$ cat src/psl_pkg.sv
// Constants shared by the position settle and lag monitor
package psl_pkg;
  // Object indices for the threshold objects
  localparam logic [15:0] PSL_LAG_WIN_IDX = 16'h6065;
  localparam logic [15:0] PSL_LAG_TMO_IDX = 16'h6066;
  localparam logic [15:0] PSL_SET_WIN_IDX = 16'h6067;
  localparam logic [15:0] PSL_SET_TIME_IDX = 16'h6068;
  // Read-only view of the tracking error
  localparam logic [15:0] PSL_LAG_VAL_IDX = 16'h60f4;
  // Values after reset
  localparam logic [31:0] PSL_LAG_WIN_RST = 32'h0000_0000;
  localparam logic [15:0] PSL_LAG_TMO_RST = 16'h0000;
  localparam logic [31:0] PSL_SET_WIN_RST = 32'h0000_0000;
  localparam logic [15:0] PSL_SET_TIME_RST = 16'h0000;
  // Time base: clock period and millisecond tick
  localparam int PSL_CLK_PERIOD_NS = 40;
  localparam int PSL_TICK_PERIOD_NS = 1000000;
  localparam int PSL_TICK_CYCLES = PSL_TICK_PERIOD_NS / PSL_CLK_PERIOD_NS;
  // Saturation value of the millisecond counters
  localparam logic [15:0] PSL_CNT_MAX = 16'hffff;
  // Master cycle floor in profile position mode
  localparam int PSL_MIN_CYCLE_US = 250;
endpackage : psl_pkg

$ cat src/psl_monitor.sv
// Position settle and lag monitor with object access port
`timescale 1ns/1ps
// What this block does
// - Outside halt, settle flag rises only when enabled, set-points done, in window, dwell elapsed.
// - Outside halt, settle flag drops whenever the deviation leaves the settle window.
// - Outside halt, flag is 0 until positioning completes, then 1.
// - During halt, flag is 0 while decelerating, 1 once speed is zero.
// - Settle window is an unsigned 32-bit threshold compared with the deviation.
// - Settle dwell time is unsigned 16-bit in milliseconds before flag sets.
// - Tracking error equals position demand minus position actual.
// - Lag flag sets once error stays beyond lag window for the timeout.
// - Lag flag stays 0 inside window or before the timeout elapses.
// - Lag window is an unsigned 32-bit threshold over the full range.
// - Lag timeout is unsigned 16-bit in milliseconds of persisting excess.
module psl_monitor #(
  parameter int TICK_CYC = psl_pkg::PSL_TICK_CYCLES
) (
  // Clock and reset
  input wire logic clk,
  input wire logic rstn,
  // Object access from the fieldbus master
  input wire logic obj_wr_en,
  input wire logic obj_rd_en,
  input wire logic [15:0] obj_index,
  input wire logic [31:0] obj_wdata,
  output logic [31:0] obj_rdata,
  output logic obj_rvalid,
  // Drive state and motion status
  input wire logic op_enabled,
  input wire logic setpoints_done,
  input wire logic halt_active,
  input wire logic axis_speed_zero,
  // Position values in command units
  input wire logic [31:0] pos_demand,
  input wire logic [31:0] pos_actual,
  // Status flags and tracking error
  output logic settle_done,
  output logic lag_error,
  output logic [31:0] lag_value
);
  import psl_pkg::*;

  typedef struct packed {
    logic [31:0] lag_win;
    logic [15:0] lag_tmo;
    logic [31:0] set_win;
    logic [15:0] set_time;
    logic [15:0] tick_cnt;
    logic tick;
    logic [15:0] dwell_cnt;
    logic [15:0] lag_cnt;
    logic [31:0] fe;
    logic settle_done;
    logic lag_error;
    logic [31:0] rdata;
    logic rvalid;
  } psl_state_t;

  psl_state_t st_r;
  psl_state_t st_nxt;
  logic [31:0] abs_fe;
  logic in_set;
  logic out_lag;
  logic dwell_ok;
  logic tmo_ok;

  // Magnitude of the tracking error and window tests
  always_comb begin
    abs_fe = st_r.fe[31] ? (32'h0000_0000 - st_r.fe) : st_r.fe;
    in_set = (abs_fe <= st_r.set_win);
    out_lag = (abs_fe > st_r.lag_win);
    dwell_ok = (st_r.dwell_cnt >= st_r.set_time);
    tmo_ok = (st_r.lag_cnt >= st_r.lag_tmo);
  end

  // Next-state logic for all monitor state
  always_comb begin
    st_nxt = st_r;
    // Millisecond time base
    st_nxt.tick = 1'b0;
    if (st_r.tick_cnt == 16'(TICK_CYC - 1)) begin
      st_nxt.tick_cnt = 16'h0000;
      st_nxt.tick = 1'b1;
    end else begin
      st_nxt.tick_cnt = st_r.tick_cnt + 16'h0001;
    end
    // Tracking error, registered once per cycle
    st_nxt.fe = pos_demand - pos_actual;
    // Dwell counter only runs across an unbroken in-window stretch
    if (!in_set) begin
      st_nxt.dwell_cnt = 16'h0000;
    end else if (st_r.tick && st_r.dwell_cnt != PSL_CNT_MAX) begin
      st_nxt.dwell_cnt = st_r.dwell_cnt + 16'h0001;
    end
    // Lag counter only runs across an unbroken excess stretch
    if (!out_lag) begin
      st_nxt.lag_cnt = 16'h0000;
    end else if (st_r.tick && st_r.lag_cnt != PSL_CNT_MAX) begin
      st_nxt.lag_cnt = st_r.lag_cnt + 16'h0001;
    end
    // Settle flag: halt changes its meaning to axis standstill
    if (halt_active) begin
      st_nxt.settle_done = axis_speed_zero;
    end else if (!in_set) begin
      st_nxt.settle_done = 1'b0;
    end else begin
      st_nxt.settle_done = op_enabled && setpoints_done && dwell_ok;
    end
    // Lag flag follows a persisting excess only
    st_nxt.lag_error = out_lag && tmo_ok;
    // Object writes; 16-bit objects take the low half
    if (obj_wr_en) begin
      case (obj_index)
        PSL_LAG_WIN_IDX: st_nxt.lag_win = obj_wdata;
        PSL_LAG_TMO_IDX: st_nxt.lag_tmo = obj_wdata[15:0];
        PSL_SET_WIN_IDX: st_nxt.set_win = obj_wdata;
        PSL_SET_TIME_IDX: st_nxt.set_time = obj_wdata[15:0];
        default: ;
      endcase
    end
    // Object reads answer one cycle later; unknown indices read zero
    st_nxt.rvalid = obj_rd_en;
    if (obj_rd_en) begin
      case (obj_index)
        PSL_LAG_WIN_IDX: st_nxt.rdata = st_r.lag_win;
        PSL_LAG_TMO_IDX: st_nxt.rdata = {16'h0000, st_r.lag_tmo};
        PSL_SET_WIN_IDX: st_nxt.rdata = st_r.set_win;
        PSL_SET_TIME_IDX: st_nxt.rdata = {16'h0000, st_r.set_time};
        PSL_LAG_VAL_IDX: st_nxt.rdata = st_r.fe;
        default: st_nxt.rdata = 32'h0000_0000;
      endcase
    end
  end

  // State register
  always_ff @(posedge clk or negedge rstn) begin
    if (!rstn) begin
      st_r.lag_win <= PSL_LAG_WIN_RST;
      st_r.lag_tmo <= PSL_LAG_TMO_RST;
      st_r.set_win <= PSL_SET_WIN_RST;
      st_r.set_time <= PSL_SET_TIME_RST;
      st_r.tick_cnt <= 16'h0000;
      st_r.tick <= 1'b0;
      st_r.dwell_cnt <= 16'h0000;
      st_r.lag_cnt <= 16'h0000;
      st_r.fe <= 32'h0000_0000;
      st_r.settle_done <= 1'b0;
      st_r.lag_error <= 1'b0;
      st_r.rdata <= 32'h0000_0000;
      st_r.rvalid <= 1'b0;
    end else begin
      st_r <= st_nxt;
    end
  end

  // Outputs straight from the state register
  assign obj_rdata = st_r.rdata;
  assign obj_rvalid = st_r.rvalid;
  assign settle_done = st_r.settle_done;
  assign lag_error = st_r.lag_error;
  assign lag_value = st_r.fe;
endmodule // psl_monitor

$ cat config.mk
export PLATFORM = sky130hd
export DESIGN_NAME = psl_monitor
export DESIGN_NICKNAME = d
export VERILOG_FILES = /design/src/psl_pkg.sv /design/src/psl_monitor.sv
export SDC_FILE = /design/constraint.sdc
export NUM_CORES = 1
export LEC_CHECK = 0
export ABC_AREA = 1
export BUFFER_PORTS_ARGS = -buffer_cell sky130_fd_sc_hd__buf_2
export CAP_MARGIN = 20
export CORE_MARGIN = 10
export CORE_UTILIZATION = 40
export DETAILED_ROUTE_END_ITERATION = 10
export SETUP_SLACK_MARGIN = 0.1
export SYNTH_ARGS = -nofsm -noshare
export SYNTH_HDL_FRONTEND = slang
export SYNTH_SLANG_ARGS = --single-unit
export TNS_END_PERCENT = 30
$ cat constraint.sdc
create_clock -name clk -period 3.6 [get_ports clk]
set_input_delay 0.9 -clock clk [delete_from_list [all_inputs] [get_ports clk]]
set_output_delay 0.9 -clock clk [all_outputs]
set_load 0.1 [all_outputs]
# After elaboration in Yosys (flattened, before gate mapping)

Cells that the tools add are included.

Reductions and logical operators: 9
$add $sub $neg: 5
$lt $le $gt $ge: 4
Equal/unequal tests: 10
Mux-type cells: 10

Operators by type and width:

| operator                | number |
|---|---|
| $pmux W32 S5            | 1 |
| $eq A16 B15 Y1 const B  | 6 |
| $mux W16                | 5 |
| $add A16 B1 Y16 const B | 3 |
| $ge A16 B16 Y1          | 2 |
| $gt A32 B32 Y1          | 1 |
| $le A32 B32 Y1          | 1 |
| $mux W32                | 1 |
| $ne A16 B16 Y1 const B  | 2 |
| $sub A1 B32 Y32 const A | 1 |
| $sub A32 B32 Y32        | 1 |
| $reduce_and A2 Y1       | 4 |
| $logic_and A1 B1 Y1     | 5 |
| $ne A2 B1 Y1 const B    | 2 |
| $mux W1                 | 3 |

Register bits: 212
Output and inout bits: 67
Word-level logic and storage cells: 51

# Depth between registers and ports, before layout

Gate-level depths: netlist of the first run.

Word-level depth: 5
Depth in mapped cells: 22
Mapped depth without buffers: 21

# Worst setup path before layout of the first run

OpenSTA, ideal clock, no wires.

Path type: flip-flop to flip-flop
Start: reg st_r, in the netlist lag_value[0]
End: reg lag_error (netlist name)
Path slack: 0.630 ns
Arrival time: 2.839 ns
Path buffers: 1
Required time: 3.469 ns
Setup time: 0.131 ns
Period minus slack after synthesis: 2.970 ns
Stages on the path, launching flop included: 19
Path through: dfrtp_1 -> inv_1 -> ha_1 -> nand2_1 -> nor2_1 -> nand2_1 -> nor2_1 -> nand2_1 -> o21ai_0 -> nand2_1 -> nand2_1 -> nand2_1 -> ha_1 -> nand4_1 -> nor4_1 -> nand3_1 -> nand2_1 -> clkbuf_1 -> nor2_1

RTL lines:

| item                     | RTL line           | source |
|---|---|---|
| start: declaration       | psl_monitor.sv:59  | `psl_state_t st_r;` |
| start signal: assignment | psl_monitor.sv:152 | `st_r <= st_nxt;` |

# Worst setup path after layout of the first run

Start: reg st_r, in the netlist lag_value[3]
End: reg st_r[86] in the netlist's numbering

Cells in the longest elaborated chain, start to end: 4
Elaborated cells between the ends (all ways): 5

RTL lines:

| item                                                      | RTL line          | source |
|---|---|---|
| $sub A1 B32 Y32                                           | psl_monitor.sv:69 | `abs_fe = st_r.fe[31] ? (32'h0000_0000 - st_r.fe) : st_r.fe;` |
| $mux W32 *                                                | psl_monitor.sv:69 |  |
| $le A32 B32 Y1 *                                          | psl_monitor.sv:70 | `in_set = (abs_fe <= st_r.set_win);` |
| $ne A2 B1 Y1 (no line) / $mux W16 (equally long branches) | n/a               |  |

Mark *: on every way between the ends. The rest lies on a longest branch, timed or not.
A chain may end at the register's enable or synchronous reset.

==> impl_metrics.ini, run 1 <==
[worst_setup_path]
cp_top_family = simple AND/OR/NAND/NOR gates
path_buf_inv = 2
timing.rr.start = lag_value[3]
crit_path_end_kind = flip-flop
r2r-end = st_r[86]
path_common_cell = nand2_1
cp_max_fo = 5
critPathRequiredTime_ps = 4070
cpMaxStageDelayCell = dfrtp_1
slowest_delay_ps = 380
critical_path_arrival_ps = 3660
r2r_cells = 20
cp_cell_sequence = nor2_2 -> nand4_1 -> nor2_2 -> nand2_1 -> inv_1 -> nand2_1 -> nor2_1 -> nand3_1 -> nand3_1 -> nand2_1 -> ha_1 -> a21oi_1 -> o21a_1 -> nand2_1 -> a21oi_1 -> nand2_1 -> nand2_2 -> buf_4 -> nand2_1 -> nor2_1
worst_setup_path_start_kind = flip-flop
crit_type = flip-flop to flip-flop
rrSetupSlack_ps = 410

[grt]
grt_pass1_vias = 13550
grt_pass1_wl_um = 73130
antenna_found_initial = 0
grt_max_degree = 86
grt_usage_pct = 20.05
overflow = 0

[timing]
max_slew_margin_pct = 38.57
rsz0062_at_grt = true
period_minus_slack_ps = 3190
fin_setup_tns_ps = 0
finalHoldViolCount = 0
fin_crit_sh_pct = 88.61
slew_violations = 0
finalHoldWorstSlack_ps = 378.1
setup_viol = 0
fin_skew_ps = 10.52
max_freq_mhz = 313.5
worst_pin_slew_ps = 918.0

[cells_and_area]
mostFrequentLayoutCells = 468 x nand2_1, 295 x inv_1, 212 x dfrtp_1
multi_input_area_mm2 = 0.007898
fin_cells = 2686
fillers = 3782
num_antenna_cells = 0
drive_gt1_share_pct = 12.53
final_common_cell = nand2_1
finalNetCount = 2453
area_growth_pct = 13.53
seq_area_mm2 = 0.005305

[cts]
clk_pin_slew_ps = 60
cts.sinks = 212
clockBufferDepth = 3
clk_latency_ps = 540
cts-buffers-inserted = 26
cts_tree = built
htreeDepth = 1
cts_root_buf = clkbuf_16
hold_buffers = 0

[die]
start_util_pct = 40.71
rows = 70
dieWidth_um = 213.5
dieHeight_um = 213.5
core_mm2 = 0.03679
die_area_mm2 = 0.04558
ios = 187

[route]
route.detailed.drc = 0
wl_met2_um = 20010
routedWlPerCell_um = 17.07
drtPass1Iterations = 7
highest-signal-layer = met4
wl_met1_um = 21530
drtIter0Drc = 1083
wl_met3_um = 3495
vias = 13770
ant_nets = 0
drt-vias-per-instance = 5.125
wl_um = 45860

[yosys]
synth_edf_count = 0
ys_async_sr_fraction_pct = 100.0
synth-seq-cells = 212
yosysUniqueCellTypes = 36
netlist_top_cells_area = dfrtp_1 35%, nand2_1 12%, ha_1 11%
synth_cells = 2069
synth_top_area_cell = dfrtp_1
synth_nets = 2321
netlist.area_leader.share_pct = 35.42
ys_seq_area_share_pct = 35.42
synth_warnings = 0
synth_area_per_cell_um2 = 7.239
synth_flop_cell = dfrtp_1
netlist_area_mm2 = 0.01498

[power_and_ir_drop]
leakage_nw = 8.426
peakVddDrop_mv = 0.3355
power.density_mw_per_mm2 = 457.2

[outcome]
status = completed

[placed_design]
routabilityCongestion = 0.9095
place.detailed.instances = 2639
hpwl_um = 36500
io_buffers = 186

[job]
maxCapViolCount = 0

[worst_hold_path]
min_path_type = primary input to async pin
## through the flow
stage          power (mW)  instance area, um^2  worst slack [ps]  util, %
2_1_floorplan       4.514                14980             630.0        -
3_3_place_gp        5.081                16060             252.1    43.66
3_5_place_dp        5.106                16060             137.3    43.66
4_1_cts             7.826                16950             113.8    46.09
5_1_grt             8.246                17000             83.66    46.22
6_report            7.773                17000             410.2    46.22
## flip-flops by register name, indices dropped and copies added, names as in the netlist
signal,flops
lag_error,1
settle_done,1
lag_value,32
obj_rvalid,1
st_r,145
obj_rdata,32
## power breakdown
group | internal, mW | switching (mW)
clock network | 1.69 | 1.00
logic | 0.674 | 1.82
registers | 2.47 | 0.119
total | 4.83 | 2.94
## routing by layer
layer / GRT usage, % / up-vias
met4: 4.889 / 0
li1: - / 6899
met5: 0 / -
met1: 27.87 / 6407
met2: 30.95 / 406
met3: 4.541 / 53
## cell usage after synthesis (41+ instances only)
| master | count |
|---|---|
| o21ai_0 | 139 |
| nand2_1 | 469 |
| ha_1 | 131 |
| nand4_1 | 58 |
| nor3_1 | 41 |
| buf_4 | 64 |
| a21oi_1 | 98 |
| xor2_1 | 57 |
| inv_1 | 297 |
| nor2_1 | 214 |
| nand3_1 | 117 |
| o21ai_1 | 68 |
| dfrtp_1 | 212 |
## kinds of logic (layout without fill, tap and decap cells)
logic type / Yosys count / in the layout / share of synthesized area [%]
AOI/OAI and AO/OA: 326 / 326 / 11.24
adders and majority gates: 132 / 132 / 11.08
DFF: 212 / 212 / 35.42
buffers and inverters: 412 / 561 / 12.08
xor gates and xnor gates: 70 / 70 / 4.094
and+or+nand+nor: 917 / 917 / 26.09
## repair_timing
item                       in CTS  in global routing
gates resized for setup         0                 15
setup endpoints to repair       0                 34
buffers inserted                0                  1
## how the worst max path moves through the flow
stage | start | end | slack, ps | cells past startpoint
2_1_floorplan | lag_value[0] | lag_error | 630 | 18
3_3_place_gp | lag_value[0] | st_r[87] | 250 | 21
3_5_place_dp | lag_value[0] | st_r[90] | 140 | 21
4_1_cts | lag_value[0] | st_r[87] | 110 | 21
5_1_grt | lag_value[2] | st_r[94] | 80 | 19
6_report | lag_value[3] | st_r[86] | 410 | 20
## final cells by class
cell class,instances,share of cell area (%)
flip-flops and latches,212,31.20
inverters,300,6.645
repair inverters,1,0.04415
well taps,468,3.444
clock buffers,41,4.813
repair buffers,215,6.962
clock inverters,4,0.4415
multi-input cells,1445,46.45
No activity file was read; power rests on OpenSTA's default activity.
==> run 2, diff against run 1 <==
Settings changed: REMOVE_ABC_BUFFERS from default to 1, SKIP_LAST_GASP from default to 1.
==> impl_metrics.ini, run 2 (synthesis gave the netlist of run 1 again) <==
[cells_and_area]
regMostFlops = st_r
mostFrequentLayoutCells = 468 x nand2_1, 295 x inv_1, 212 x dfrtp_1
area_growth_pct = 13.58
finalNetCount = 2452
largest_reg_flops = 145
fin_cells = 2684
fillers = 3747
num_antenna_cells = 0
multi_input_area_mm2 = 0.007893
final_common_cell = nand2_1
design_area_mm2 = 0.01701
seq_area_mm2 = 0.005305
drive_gt1_share_pct = 12.59

[die]
dieWidth_um = 213.5
ios = 187
die_area_mm2 = 0.04558
start_util_pct = 40.71
core_mm2 = 0.03679
rows = 70
dieHeight_um = 213.5

[cts]
cts_tree = built
clockBufferDepth = 3
cts.sinks = 212
hold_buffers = 0
clk_pin_slew_ps = 60
clk_latency_ps = 550
cts-buffers-inserted = 25
htreeDepth = 1
cts_root_buf = clkbuf_16

[route]
drtIter0Drc = 977
routedWlPerCell_um = 17.10
drt-vias-per-instance = 5.081
vias = 13640
drtPass1Iterations = 5
ant_nets = 0
route.detailed.drc = 0
wl_um = 45900

[timing]
finalHoldViolCount = 0
period_minus_slack_ps = 3241
setup_slack_ps = 358.8
setup_viol = 0
max_slew_margin_pct = 37.96
fin_skew_ps = 28.84
max_freq_mhz = 308.5
fin_crit_sh_pct = 90.03
worst_pin_slew_ps = 927.1
finalHoldWorstSlack_ps = 323.7
rsz0062_at_grt = true
slew_violations = 0

[grt]
grt_usage_pct = 19.84
grt_pass1_vias = 13430
antenna_found_initial = 0
overflow = 0
grt_pass1_wl_um = 72650
grt_max_degree = 78

[worst_setup_path]
cp_cell_sequence = nor2_2 -> nand4_1 -> nor2_1 -> nand2_1 -> inv_1 -> nand2_1 -> o21ai_0 -> xor2_1 -> ha_1 -> a21oi_1 -> nor2_1 -> nor2_1 -> nand3_1 -> a21oi_1 -> nand2_1 -> nand2_2 -> clkinvlp_4 -> nor2_1
slowest_delay_ps = 390
crit_path_end_kind = flip-flop
path_common_cell = nor2_1
r2r-end = st_r[95]
critPathRequiredTime_ps = 4070
timing.rr.start = lag_value[3]
cp_top_family = simple AND/OR/NAND/NOR gates
cpMaxStageDelayCell = dfrtp_1
critical_path_arrival_ps = 3710
crit_cells = 18
rrSetupSlack_ps = 360
cp_max_fo = 6
r2r_cells = 18
path_buf_inv = 2
crit_type = flip-flop to flip-flop
worst_setup_path_start_kind = flip-flop

[power_and_ir_drop]
peakVddDrop_mv = 0.2911
power.density_mw_per_mm2 = 465.7
leakage_nw = 8.443
finalPower_mw = 7.923

[placed_design]
dp_slack_ps = 103.8
placed_area_mm2 = 0.01607
hpwl_um = 37450
place.detailed.instances = 2640
routabilityCongestion = 0.9352
io_buffers = 186

[job]
maxCapViolCount = 0

[worst_hold_path]
min_path_type = primary input to async pin

[outcome]
status = completed
-- run 2: cell types whose count changed in the layout (fill, tap and decap cells not counted), sizes merged --
cell	previous run	this run
clkinv	0	5
clkinvlp	4	3
clkbuf	41	30
bufinv	2	6
inv	299	300
-- run 2: timing repair --
action / in CTS / in global routing
gates cloned: 0 / 1
setup buffers: 0 / 0
endpoints found under the setup margin: 2 / 33
gates resized for setup: 1 / 12
-- run 2: metrics by stage --
step	util [%]	setup TNS (ps)
after floorplan	-	-31550
after global placement	43.68	0
after detailed placement	43.68	0
after CTS	46.15	0
after global routing	46.24	0
final	46.24	0
-- run 2: power by group --
part	switching, mW	internal, mW	total [mW]	leakage (nW)
clock	1.06	1.76	2.82	0.446
sequential	0.120	2.47	2.59	2.85
combinational	1.83	0.677	2.51	5.15
-- run 2: how the worst max path moves through the flow --
stage	from	end	slack, ps
after floorplan	obj_index[9]	st_r[164]	-450
after global placement	lag_value[0]	st_r[87]	220
after detailed placement	lag_value[0]	st_r[96]	100
after CTS	lag_value[0]	st_r[87]	210
after global routing	lag_value[1]	st_r[96]	90
final	lag_value[3]	st_r[95]	360
-- run 2: final cells by class --
type | instances | share of cell area (%)
multi-input combinational | 1445 | 46.40
timing repair inverter | 1 | 0.04413
clock buffer | 30 | 3.964
tap | 468 | 3.442
inverter | 300 | 6.642
timing repair buffer | 215 | 6.958
sequential | 212 | 31.19
clock inverter | 13 | 1.368
-- run 2: per-layer routing --
| metal | wire length [um] | vias up | share of wire, % | GRT usage, % |
|---|---|---|---|---|
| met2 | 20780 | 353 | 45 | 32.06 |
| met3 | 2668 | 53 | 5.8 | 3.387 |
| li1 | - | 6889 | - | - |
| met5 | 0 | - | 0 | 0 |
| met4 | 1023 | 0 | 2.2 | 4.987 |
| met1 | 21430 | 6342 | 47 | 27.01 |
-- run 2: worst reg2reg max path: cells and delay by family (launching register included) --
family / cells / cell delay, ps
AND/OR/NAND/NOR: 11 / 1380
buffers and inverters: 2 / 310
XOR/XNOR: 1 / 240
flip-flops: 1 / 390
AO/OA/AOI/OAI: 3 / 580
adder cells (fa/ha/maj): 1 / 280
==> run 3, diff against run 2 <==
Settings changed: ABC_AREA 1 to default.
==> impl_metrics.ini, run 3 <==
[yosys]
synth_area_per_cell_um2 = 9.301
ys_seq_area_share_pct = 38.36
netlist_area_mm2 = 0.01383
netlist.area_leader.share_pct = 38.36
synth_top_area_cell = dfrtp_1
synth_warnings = 0
synth-seq-cells = 212
netlist_top_cells_area = dfrtp_1 38%, ha_1 12%, mux2_2 5.3%
synth_cells = 1487
synth_edf_count = 0
netlist_top_cells_count = 212 x dfrtp_1, 141 x inv_1, 131 x ha_1
ys_async_sr_fraction_pct = 100.0
synth.most_common_cell = dfrtp_1
synth_flop_cell = dfrtp_1
yosysUniqueCellTypes = 58

[worst_hold_path]
min_path_type = primary input to async pin

[cts]
clk_latency_ps = 540
hold_buffers = 0
htreeDepth = 1
clockBufferDepth = 3
cts.sinks = 212
cts_root_buf = clkbuf_16
cts_tree = built
clk_pin_slew_ps = 60
cts-buffers-inserted = 25

[placed_design]
routabilityCongestion = 0.8411
hpwl_um = 30140
place.detailed.instances = 2107
io_buffers = 186

[route]
drtPass1Iterations = 5
ant_nets = 0
vias = 11130
drt-vias-per-instance = 5.159
routedWlPerCell_um = 18.16
drtIter0Drc = 639
route.detailed.drc = 0
wl_um = 39170

[grt]
grt_pass1_wl_um = 62250
grt_pass1_vias = 11400
overflow = 0
grt_max_degree = 89
grt_usage_pct = 18.21
antenna_found_initial = 1

[timing]
fin_crit_sh_pct = 125.0
period_minus_slack_ps = 4501
max_slew_margin_pct = 44.93
rsz0062_at_grt = true
finalHoldViolCount = 0
max_freq_mhz = 222.2
worst_pin_slew_ps = 826.0
fin_skew_ps = 14.88
setup_viol = 34
slew_violations = 0
setup_slack_ps = -901.1

[worst_setup_path]
cp_cell_sequence = or3_4 -> or4_4 -> or4_4 -> or4_4 -> o31ai_2 -> xnor2_1 -> ha_1 -> a21o_1 -> a21o_1 -> a21oi_1 -> o21ai_0 -> a221oi_2 -> a21oi_1 -> buf_4 -> o41ai_2
worst_setup_path_start_kind = flip-flop
slowest_delay_ps = 600
cp_max_fo = 5
path_common_cell = or4_4
cp_top_family = simple AND/OR/NAND/NOR gates
cpMaxStageDelayCell = or4_4
crit_type = flip-flop to flip-flop
path_buf_inv = 1
critical_path_arrival_ps = 4940
crit_path_end_kind = flip-flop
critPathRequiredTime_ps = 4030

[cells_and_area]
largest_reg_flops = 145
regMostFlops = st_r
fin_cells = 2157
fillers = 3271
drive_gt1_share_pct = 24.79
mostFrequentLayoutCells = 212 x dfrtp_1, 185 x buf_2, 141 x inv_1
finalNetCount = 1936
area_growth_pct = 19.68
final_common_cell = dfrtp_1
num_antenna_cells = 0

[power_and_ir_drop]
finalPower_mw = 8.196
power.density_mw_per_mm2 = 495.1
peakVddDrop_mv = 0.3452
leakage_nw = 8.044

[die]
rows = 68
die_area_mm2 = 0.04242
dieHeight_um = 206.0
core_mm2 = 0.03429
ios = 187
dieWidth_um = 206.0
start_util_pct = 40.34

[outcome]
violations = setup timing
status = complete, but fails checks

[job]
maxCapViolCount = 0
[run 3: changes by cell type in the layout (fill, tap and decap cells not counted), sizes merged, moves of 18 or more]
cell    change
buf        +64
a21o       +40
nand2     -366
xnor2      +50
nor3       -29
xor2       -25
o21ai     -117
nand4      -32
nor2       -92
inv       -158
nand3      -91
mux2i      +34
a221oi     +18
mux2       +65
[run 3: cell type report]
type / instances / area, um^2 / share of cell area [%]
clock buffer: 35 / 733.2 / 4.430
timing repair buffer: 279 / 1720 / 10.39
inverter: 141 / 529.3 / 3.198
sequential: 212 / 5305 / 32.05
tap: 455 / 569.3 / 3.439
multi-input combinational: 1025 / 7525 / 45.46
clock inverter: 10 / 170.2 / 1.028
[run 3: metal layers]
layer | track usage [%] | vias up | part of all wire (%)
li1 | - | 5519 | -
met1 | 24.32 | 5371 | 46
met2 | 30.46 | 204 | 47
met3 | 2.868 | 33 | 4.8
met4 | 3.961 | 2 | 1.5
met5 | 0 | - | 0.033
[run 3: kinds of logic after synthesis]
kind of cell	Yosys count	synth area share [%]
simple gates	373	12.89
compound gates	326	14.46
mux	99	7.753
xor+xnor	95	6.016
fa+ha+maj	132	12.00
flops	212	38.36
buf+inv	250	8.531
[run 3: final timing paths]
| kind | from | to | slack, ps | cells past startpoint |
|---|---|---|---|---|
| hold / removal | rstn | obj_rvalid | 360 | 1 |
| max in group asynchronous | rstn | st_r[119] | 2430 | 2 |
| setup reg to reg | lag_value[1] | settle_done | -900 | 15 |
| hold reg to reg | st_r[100] | st_r[100] | 460 | 1 |
| min in group clk | st_r[100] | st_r[100] | 460 | 1 |
| setup / recovery | lag_value[1] | settle_done | -900 | 15 |
[run 3: through the flow]
step / hold slack (ps) / util, % / instance area [um^2] / setup TNS [ps] / setup WS, ps
5_1_grt: 424.1 / 48.27 / 16550 / -35190 / -1071
4_1_cts: 412.4 / 48.06 / 16480 / -27840 / -876.0
3_3_place_gp: 447.3 / 45.01 / 15430 / -31630 / -970.7
3_5_place_dp: 453.0 / 45.01 / 15430 / -33660 / -1079
6_report: 361.5 / 48.27 / 16550 / -28430 / -901.1
2_1_floorplan: 432.9 / - / 13180 / -131960 / -2265
[run 3: power breakdown]
| part | leakage (nW) | internal [mW] | switching, mW |
|---|---|---|---|
| clock network | 0.440 | 1.71 | 1.04 |
| logic | 4.94 | 0.994 | 1.88 |
| registers | 2.66 | 2.49 | 0.0890 |
| total | 8.04 | 5.19 | 3.01 |
[run 3: timing repair]
action                     CTS  global route
buffers inserted             4             2
setup endpoints to repair   34            34
resized for setup           22            14
hold endpoints to repair     0             0
pin swaps                   13            10
